<file path="src/dmaerg_pkg.sv">
// Package for the external request and grant handshake of the DMA block
package dmaerg_pkg;
   // Channel request source codes
   localparam logic [1:0] SRC_INTERNAL = 2'h0;
   localparam logic [1:0] SRC_EXTERNAL = 2'h1;
   // Least grant time in ns
   localparam int GRANT_MIN_NS = 64;
   localparam int CLK_PERIOD_NS = 8;
   // Least grant length in cycles, rounded up
   localparam int GRANT_MIN_CYC = (GRANT_MIN_NS + CLK_PERIOD_NS - 1)
                                  / CLK_PERIOD_NS;
   // Default burst length in cycles
   localparam int BURST_LEN_DEF = 8;
   // Reset values
   localparam logic GRANT_N_RST = 1'b1;

   // Per-channel configuration as a carrier
   typedef struct packed {
      logic [1:0] requestSourceSelect;
      logic requestEnable;
      logic channelEnableBit;
   } dmaerg_cfg_t;

   // Burst controller states
   typedef enum logic [1:0] {
      ST_IDLE = 2'b00,
      ST_BURST = 2'b01,
      ST_DONE = 2'b10
   } dmaerg_state_t;
endpackage

</file>
<file path="src/dmaerg_arbiter.sv">
// Fixed-priority picker with a one-burst demotion of the external channel
`timescale 1ns/1ps
`default_nettype none
module dmaerg_arbiter #(
   parameter int NCH = 4
) (
   input wire logic [NCH-1:0] pending,
   input wire logic [NCH-1:0] demote,
   output logic [NCH-1:0] winner
);
   // Demoted channels only win when nothing else pends
   logic [NCH-1:0] firstSet;
   logic [NCH-1:0] secondSet;
   logic [NCH-1:0] primary;
   logic anyPrimary;

   // Elaboration check
   if (NCH < 1) begin : g_chk
      $error("dmaerg_arbiter: bad channel count");
   end

   assign primary = pending & ~demote;
   assign anyPrimary = |primary;
   genvar i;
   generate
      for (i = 0; i < NCH; i++) begin : g_pick
         if (i == 0) begin : g_first
            assign firstSet[i] = primary[i];
            assign secondSet[i] = pending[i];
         end else begin : g_rest
            assign firstSet[i] = primary[i] & ~|primary[i-1:0];
            assign secondSet[i] = pending[i] & ~|pending[i-1:0];
         end
      end
   endgenerate
   assign winner = anyPrimary ? firstSet : secondSet;
endmodule // dmaerg_arbiter
`default_nettype wire

</file>
<file path="src/dmaerg_top.sv">
// External DMA request and grant handshake with channel arbitration
// Summary of operation
// Burst starts when channel wins priority
// Peripheral holds request until serviced
// Each request yields at least one burst
// Grant output is active low
// Grant needs external source, enables, request
// Request ignored during granted burst
// External channel demoted when others pend
// Grant held at least eight cycles
// Peripheral drops request within nine cycles
// After first read, drop within eight
// After first write, drop within three
// Grant released, sampling resumes next cycle
//
// Cycle walk of one external transfer
// Edge 0: request and qualifiers sampled while idle
// Edge 0: arbiter picks the lowest pending index
// Edge 1: grant low, burst flag high, channel one-hot
// Edge 1 to 1+LEN: burst runs, request not sampled
// Edge 1+LEN: grant high, burst flag low, channel clear
// Edge 1+LEN: done pulse raised for one cycle
// Edge 1+LEN: dead cycle, request still ignored
// Edge 2+LEN: idle again, request sampled anew
//
// Grant length
// Burst length never below the least grant time
// Short bursts are stretched to that minimum
// Counter runs from zero to LEN-1 in the burst
// Counter parked at zero outside bursts
//
// Request qualification
// External channel needs the external source code
// It also needs both enable bits set
// Other channels need only their two enable bits
// Request bit of the external index is unused
//
// Priority
// Lowest channel index wins in the common case
// External channel demoted after its own burst
// Demotion only bites while another channel pends
// Demotion cleared once any other channel is served
// So a lone external requester is never starved
//
// Hazards and limits
// Peripheral must drop its request inside the burst
// A request still high at the idle sample rebursts
// Config changes mid-burst do not cut the burst
// Grant only reflects qualifiers at the start edge
// Internal bursts never touch the grant pin
// All inputs taken as synchronous to the clock
// No buffering, no datapath, sequencing only
//
// Outputs
// Every output comes straight from a flip-flop
// Grant idles high, active level is low
// Burst channel is zero whenever no burst runs
// Done pulse lasts exactly one cycle
//
// Reset
// Asynchronous, active low
// Grant high, all other outputs low during reset
// State machine returns to idle, counter to zero
// Demotion flag cleared, first request may follow
//
// State codes
// Idle waits for a winner
// Burst counts the granted cycles
// Done is the single dead cycle after a burst
// The fourth code is illegal and falls back to idle
`timescale 1ns/1ps
`default_nettype none
module dmaerg_top #(
   parameter int NCH = 4,
   parameter int EXT_CH = 0,
   parameter int BURST_LEN = dmaerg_pkg::BURST_LEN_DEF
) (
   input wire logic clk,
   input wire logic rst_n,
   input wire logic extRequest,
   input wire logic [NCH-1:0] intRequest,
   input wire dmaerg_pkg::dmaerg_cfg_t [NCH-1:0] chanCfg,
   output logic extGrant_n,
   output logic burstActive,
   output logic [NCH-1:0] burstChannel,
   output logic burstDone
);
   localparam int LEN = (BURST_LEN > dmaerg_pkg::GRANT_MIN_CYC)
                        ? BURST_LEN : dmaerg_pkg::GRANT_MIN_CYC;
   localparam int CW = $clog2(LEN + 1);

   // Elaboration checks
   if (NCH < 1 || EXT_CH < 0 || EXT_CH >= NCH || BURST_LEN < 1) begin : g_chk
      $error("dmaerg_top: bad parameters");
   end

   dmaerg_pkg::dmaerg_state_t state;
   dmaerg_pkg::dmaerg_state_t next_state;
   logic [CW-1:0] count;
   logic [NCH-1:0] pending;
   logic [NCH-1:0] demote;
   logic [NCH-1:0] winner;
   logic [NCH-1:0] demoteExt;
   logic demoteFlag;
   logic extSelected;
   logic extOk;
   logic otherPending;
   logic startBurst;
   logic lastCycle;
   logic grantStart;

   ////////////////////////////////////////////////////////////////////////
   // Request qualification
   assign extSelected = chanCfg[EXT_CH].requestSourceSelect
                        == dmaerg_pkg::SRC_EXTERNAL;
   assign extOk = extSelected & chanCfg[EXT_CH].requestEnable
                  & chanCfg[EXT_CH].channelEnableBit;

   genvar c;
   generate
      for (c = 0; c < NCH; c++) begin : g_pend
         if (c == EXT_CH) begin : g_ext
            // Sampled only while idle
            assign pending[c] = extOk & extRequest
                                & (state == dmaerg_pkg::ST_IDLE);
         end else begin : g_int
            assign pending[c] = chanCfg[c].requestEnable
                                & chanCfg[c].channelEnableBit
                                & intRequest[c]
                                & (state == dmaerg_pkg::ST_IDLE);
         end
         assign demoteExt[c] = (c == EXT_CH) ? demoteFlag : 1'b0;
      end
   endgenerate

   assign otherPending = |(pending & ~demoteExt & ~(NCH'(1) << EXT_CH));
   assign demote = otherPending ? demoteExt : '0;

   dmaerg_arbiter #(
      .NCH(NCH)
   ) u_arb (
      .pending(pending),
      .demote(demote),
      .winner(winner)
   );

   ////////////////////////////////////////////////////////////////////////
   // Burst sequencing
   assign startBurst = |winner;
   assign grantStart = winner[EXT_CH];
   assign lastCycle = count == CW'(LEN - 1);

   always_comb begin
      next_state = state;
      unique case (state)
         dmaerg_pkg::ST_IDLE: begin
            if (startBurst) begin
               next_state = dmaerg_pkg::ST_BURST;
            end
         end
         dmaerg_pkg::ST_BURST: begin
            if (lastCycle) begin
               next_state = dmaerg_pkg::ST_DONE;
            end
         end
         dmaerg_pkg::ST_DONE: begin
            next_state = dmaerg_pkg::ST_IDLE;
         end
         default: begin
            next_state = dmaerg_pkg::ST_IDLE;
         end
      endcase
   end

   // State and burst counter
   always_ff @(posedge clk or negedge rst_n) begin
      if (!rst_n) begin
         state <= dmaerg_pkg::ST_IDLE;
         count <= '0;
      end else begin
         state <= next_state;
         count <= (state == dmaerg_pkg::ST_BURST && !lastCycle)
                  ? count + CW'(1) : '0;
      end
   end

   // Demotion after an external burst, kept until another channel is served
   always_ff @(posedge clk or negedge rst_n) begin
      if (!rst_n) begin
         demoteFlag <= 1'b0;
      end else if (startBurst) begin
         demoteFlag <= grantStart;
      end
   end

   ////////////////////////////////////////////////////////////////////////
   // Registered outputs
   always_ff @(posedge clk or negedge rst_n) begin
      if (!rst_n) begin
         extGrant_n <= dmaerg_pkg::GRANT_N_RST;
         burstActive <= 1'b0;
         burstChannel <= '0;
         burstDone <= 1'b0;
      end else begin
         if (state == dmaerg_pkg::ST_IDLE && startBurst) begin
            extGrant_n <= ~grantStart;
            burstActive <= 1'b1;
            burstChannel <= winner;
         end else if (state == dmaerg_pkg::ST_BURST && lastCycle) begin
            extGrant_n <= 1'b1;
            burstActive <= 1'b0;
            burstChannel <= '0;
         end
         burstDone <= state == dmaerg_pkg::ST_BURST && lastCycle;
      end
   end
endmodule // dmaerg_top
`default_nettype wire

</file>
<file path="config.mk">
export PLATFORM = sky130hd
export DESIGN_NAME = dmaerg_top
export DESIGN_NICKNAME = d
export VERILOG_FILES = /design/src/dmaerg_pkg.sv /design/src/dmaerg_arbiter.sv /design/src/dmaerg_top.sv
export SDC_FILE = /design/constraint.sdc
export NUM_CORES = 1
export LEC_CHECK = 0
export BUFFER_PORTS_ARGS = -buffer_cell sky130_fd_sc_hd__buf_2
export CAP_MARGIN = 25
export CORE_MARGIN = 2
export CORE_UTILIZATION = 44
export DETAILED_ROUTE_END_ITERATION = 8
export PLACE_DENSITY_LB_ADDON = 0.2
export SYNTH_ARGS = -nofsm -noshare
export SYNTH_HDL_FRONTEND = slang
export SYNTH_SLANG_ARGS = --single-unit
</file>
<file path="constraint.sdc">
create_clock -name clk -period 1.49 [get_ports clk]
set_input_delay 0 -clock clk [delete_from_list [all_inputs] [get_ports clk]]
set_output_delay 0 -clock clk [all_outputs]
set_load 0.005 [all_outputs]
</file>
After elaboration in Yosys (flattened, before gate mapping)
Index checks and enable logic that the tools add are counted.
{"block": "op_classes", "n_shift": 0, "multipliers": 0, "add_sub_neg": 1, "div_mod_pow": 0, "muxes": 12, "bitwise": 24, "order_cmp": 0, "eq_ne": 5, "reduce_logical": 20}
{"op": "$and 1x1->1", "count": 19}
{"op": "$mux 4", "count": 4}
{"op": "$reduce_or 3->1", "count": 3}
{"op": "$and 4x4->4", "count": 2}
{"op": "$not 1->4", "count": 2}
{"op": "$reduce_or 4->1", "count": 2}
{"op": "$logic_not 1->1", "count": 7}
{"op": "$mux 1", "count": 5}
{"op": "$add 4x1->4 const B", "count": 1}
{"op": "$eq 2x1->1 const B", "count": 2}
{"op": "$eq 4x3->1 const B", "count": 1}
{"op": "$mux 2", "count": 2}
{"op": "$ne 2x2->1 const B", "count": 2}
{"op": "$pmux 2 s2", "count": 1}
{"op": "$reduce_or 2->1", "count": 2}
{"op": "$logic_and 1x1->1", "count": 3}
{"op": "$logic_not 2->1", "count": 1}
{"op": "$reduce_and 2->1", "count": 1}
{"op": "$reduce_bool 2->1", "count": 1}
{"op": "$not 1->1", "count": 1}
{"block": "totals", "mem_bits_ro": 0, "latchBits": 0, "input_bits": 23, "ff_bits": 14, "output_inout_bits": 7, "wordCells": 69, "mem_bits_rw": 0, "n_memories": 0}

Longest topological paths before layout
{"block": "depth", "depth_word": 17, "depth_mapped": 6, "depth_no_buf": 6}

Cells and area by module
From an unflattened synthesis, not the netlist that was laid out.
{"block": "unflattened", "hier_cells": 85, "hier_area_um2": 767.0}
{"module": "dmaerg_top", "seq_area_each_um2": 351.6, "instances": 1, "area_each_um2": 648.1, "cells_per_inst": 66}
{"module": "dmaerg_arbiter", "seq_area_each_um2": 0.0, "instances": 1, "area_each_um2": 118.9, "cells_per_inst": 19}

Worst setup path after synthesis
OpenSTA, ideal clock, no wires.
{"block": "synth_timing", "path_type": "flip-flop to flip-flop", "start": "register count[0]", "end": "register burstChannel[3]", "setup_ps": 87, "t_required_ps": 1403, "path_stages_with_launch": 6, "synth_period_minus_slack_ps": 1218, "path_buffers": 0, "path_slack_ps": 272, "t_arrival_ps": 1131, "cell_sequence": "dfrtp_1 > ha_1 > nand3b_1 > nand2b_4 > nand3_1 > a211oi_2"}
{"block": "synth_between", "elab_chain_cells": 3}
{"item": "start, declared", "line_no": "dmaerg_top.sv:99", "source": "logic [CW-1:0] count;"}
{"item": "start signal, assigned", "line_no": "dmaerg_top.sv:182", "source": "count <= (state == dmaerg_pkg::ST_BURST && !lastCycle)"}
{"item": "$eq 4x3->1", "line_no": "dmaerg_top.sv:151", "source": "assign lastCycle = count == CW'(LEN - 1);"}
{"item": "$logic_and 1x1->1", "line_no": "dmaerg_top.sv:209", "source": "end else if (state == dmaerg_pkg::ST_BURST && lastCycle) begin"}
{"item": "$reduce_bool 2->1 (no line)"}
{"item": "end signal, assigned", "line_no": "dmaerg_top.sv:208", "source": "burstChannel <= winner;"}
{"item": "end, declared", "line_no": "dmaerg_top.sv:85", "source": "output logic [NCH-1:0] burstChannel,"}
Every way passes these cells.
A chain may end at the register's enable or synchronous reset.

Worst setup path after layout
Ends and elaborated chain as after synthesis.

==> results.cfg <==
[clock_tree]
cts_max_path_buffers = 2
cts_made_buffers = 3
ctsResizeCount = 0
htree_levels = 1
cts_sinks = 14
cts_setup_buffers = 0
cts_tree = built
clk_latency_ps = 270
cts_root_buf = clkbuf_4
cts_hold_buf = 1
clkTransAtPathRegs_ps = 80

[drt]
drtIter0Drc = 5
num_vias = 524
viasPerCell = 5.293
antenna_left = 0
drcViolationCount = 0
drtPass1Iterations = 4
wirelength_um = 1241
routedWlPerCell_um = 12.54

[cells_and_area]
drive_gt1_share_pct = 46.99
fillers = 143
stdcell_area_um2 = 844.6
antenna_cells = 0
nets = 108
final_core_util_pct = 57.40
instances_no_fill = 99
area_delta_synth_final_pct = 26.40

[status]
status = complete, no violations

[worst_hold_path]
min_path_type = in -> reg
hold_start = chanCfg[4]
whs_path_depth = 3
hold_end = burstChannel[1]

[worst_setup_path]
path_max_fanout = 7
setup.worst_path.start = count[0]
cp.arrival_ps = 1540
rr_worst_depth = 5
cp_data_required_time_ps = 1690
cp-start-kind = flip-flop
cp_slowest_cell = dfrtp_1
crit_chain = ha_1 -> nand3b_1 -> nand2b_4 -> nand3_1 -> a211oi_2
crit_family = simple AND/OR/NAND/NOR gates
cp_num_buf_inv = 0
cp_num_cells = 5
end_kind = flip-flop
r2r_slack_ps = 140
crit_type = reg -> reg
regToRegEndpoint = burstChannel[3]
r2r_start = count[0]
slowest_delay_ps = 410

[timing]
tns_ps = 0
fin_ws_ps = 144.8
final.setup_skew_ps = 1.415
period_share_pct = 90.28
fmax_mhz = 743.4
grt_setup_unrepaired = false
setup_viol = 0
slew_headroom_pct = 79.71
worst_hold_slack_ps = 64.96
period_needed_ps = 1345
slew_violations = 0
finalHoldViolations = 0
worst_pin_slew_ps = 304.4

[grt]
grt_max_degree = 15
grt-ovfl-total = 0
track_usage_pct = 17.01
grt_pass1_vias = 557
grt_first_pass_wirelength_um = 2332
grt_antenna_before_repair = 0

[synthesis]
ys_seq_area_share_pct = 52.62
syn_inst = 56
avgSynthCellArea_um2 = 11.93
syn_area_um2 = 668.1
ys_ff_latch = 14
yosysUniqueCellTypes = 27
synth_nets = 80
yosys_warnings = 0

[pwr]
peakVddDrop_mv = 0.7014
power.leakage_nw = 0.4473
p_total_mw = 1.335
powerDensity_nw_per_um2 = 1580

[floorplan]
rows = 14
die_h_um = 42.97
start_util_pct = 45.41
core_um2 = 1471
fp.dieW_um = 42.97
io_pins = 30
dieArea_um2 = 1846

[place]
port_buffers = 22
pre_cts_ws_ps = 170.1
place_inst = 94
postPlaceCellArea_um2 = 798.3
dpl.hpwl_um = 996.2
gp_congestion = 0.7244

[job]
cap_viol_max_count = 0
-- synthesized netlist by cell type --
library cell | number | area, µm²
nand3b_1 | 1 | 7.510
a2bb2oi_2 | 1 | 15.01
inv_1 | 2 | 7.510
a211oi_2 | 1 | 12.51
xnor2_1 | 1 | 8.760
and4_4 | 3 | 33.78
nand3_1 | 3 | 15.01
nor2_4 | 2 | 22.52
nand3_2 | 1 | 10.01
a21o_1 | 2 | 15.01
nor3_4 | 1 | 16.27
or2b_2 | 1 | 8.760
dfrtp_1 | 13 | 325.3
and4b_1 | 1 | 10.01
a21oi_1 | 1 | 5.000
nand4_1 | 4 | 25.02
and2b_4 | 1 | 10.01
xor2_1 | 1 | 8.760
nor2_1 | 3 | 11.26
and3_1 | 1 | 6.260
nand2_1 | 5 | 18.77
ha_1 | 1 | 12.51
o21ai_1 | 1 | 5.000
nand2b_4 | 1 | 13.76
dfstp_2 | 1 | 26.28
o21ai_0 | 1 | 5.000
o22ai_1 | 2 | 12.51
-- power breakdown --
part	internal, mW	total [mW]	leakage (nW)	switching, mW
Combinational	0.236	0.446	0.250	0.211
Sequential	0.529	0.622	0.176	0.0926
Clock	0.148	0.267	0.0210	0.118
Total	0.913	1.33	0.447	0.422
-- how the worst max path moves through the flow --
stage | to | slack [ps]
floorplan | burstChannel[3] | 270
global placement | burstChannel[3] | 190
detailed placement | burstChannel[3] | 170
CTS | burstChannel[3] | 130
global route | burstChannel[3] | 30
finish | burstChannel[3] | 140
-- layer usage --
| metal | vias up | track usage [%] | routed length [µm] |
|---|---|---|---|
| li1 | 262 | - | - |
| met1 | 250 | 21.21 | 585 |
| met2 | 12 | 27.27 | 602 |
| met3 | 0 | 6.383 | 54 |
| met4 | 0 | 5.455 | 0 |
| met5 | - | 0 | 0 |
-- sequential cells by signal, indices dropped and copies added, names as in the netlist --
name / count
burstChannel: 4
extGrant_n: 1
state: 2
demoteFlag: 1
burstActive: 1
count: 4
burstDone: 1
-- final cells by class --
| cell class | instances | area, µm² | share of cell area, % |
|---|---|---|---|
| clock buffer | 4 | 36.28 | 4.296 |
| multi-input combinational | 40 | 309.0 | 36.59 |
| tap | 16 | 20.02 | 2.370 |
| sequential | 14 | 351.6 | 41.63 |
| inverter | 2 | 7.507 | 0.8889 |
| timing repair buffer | 23 | 120.1 | 14.22 |
-- cell usage in the layout, fill, tap and decap left out, drive strengths merged --
cell,count
buf,22
dfrtp,13
nand2,5
nor2,5
nand4,4
nand3,4
clkbuf,4
and4,3
inv,2
a21o,2
o22ai,2
o21ai,2
nand3b,1
and2b,1
and3,1
xor2,1
nand2b,1
or2b,1
xnor2,1
nor3,1
and4b,1
a21oi,1
a211oi,1
a2bb2oi,1
ha,1
dfstp,1
dlygate4sd3,1
-- logic make-up (layout without fill, tap and decap cells) --
logic type / count (synthesis) / in the layout / synth area share (%)
buf+inv: 2 / 29 / 1.124
compound gates: 9 / 9 / 10.48
simple gates: 28 / 28 / 31.27
flops: 14 / 14 / 52.62
fa+ha+maj: 1 / 1 / 1.872
xor+xnor: 2 / 2 / 2.622
-- worst register-to-register path, delay by kind of cell, from the launching register on --
| family | cells | cell delay [ps] |
|---|---|---|
| AOI/OAI and AO/OA | 1 | 210 |
| and+or+nand+nor | 3 | 420 |
| DFF | 1 | 410 |
| adders and majority gates | 1 | 230 |
Note: power is estimated with default switching activity, not from simulation.
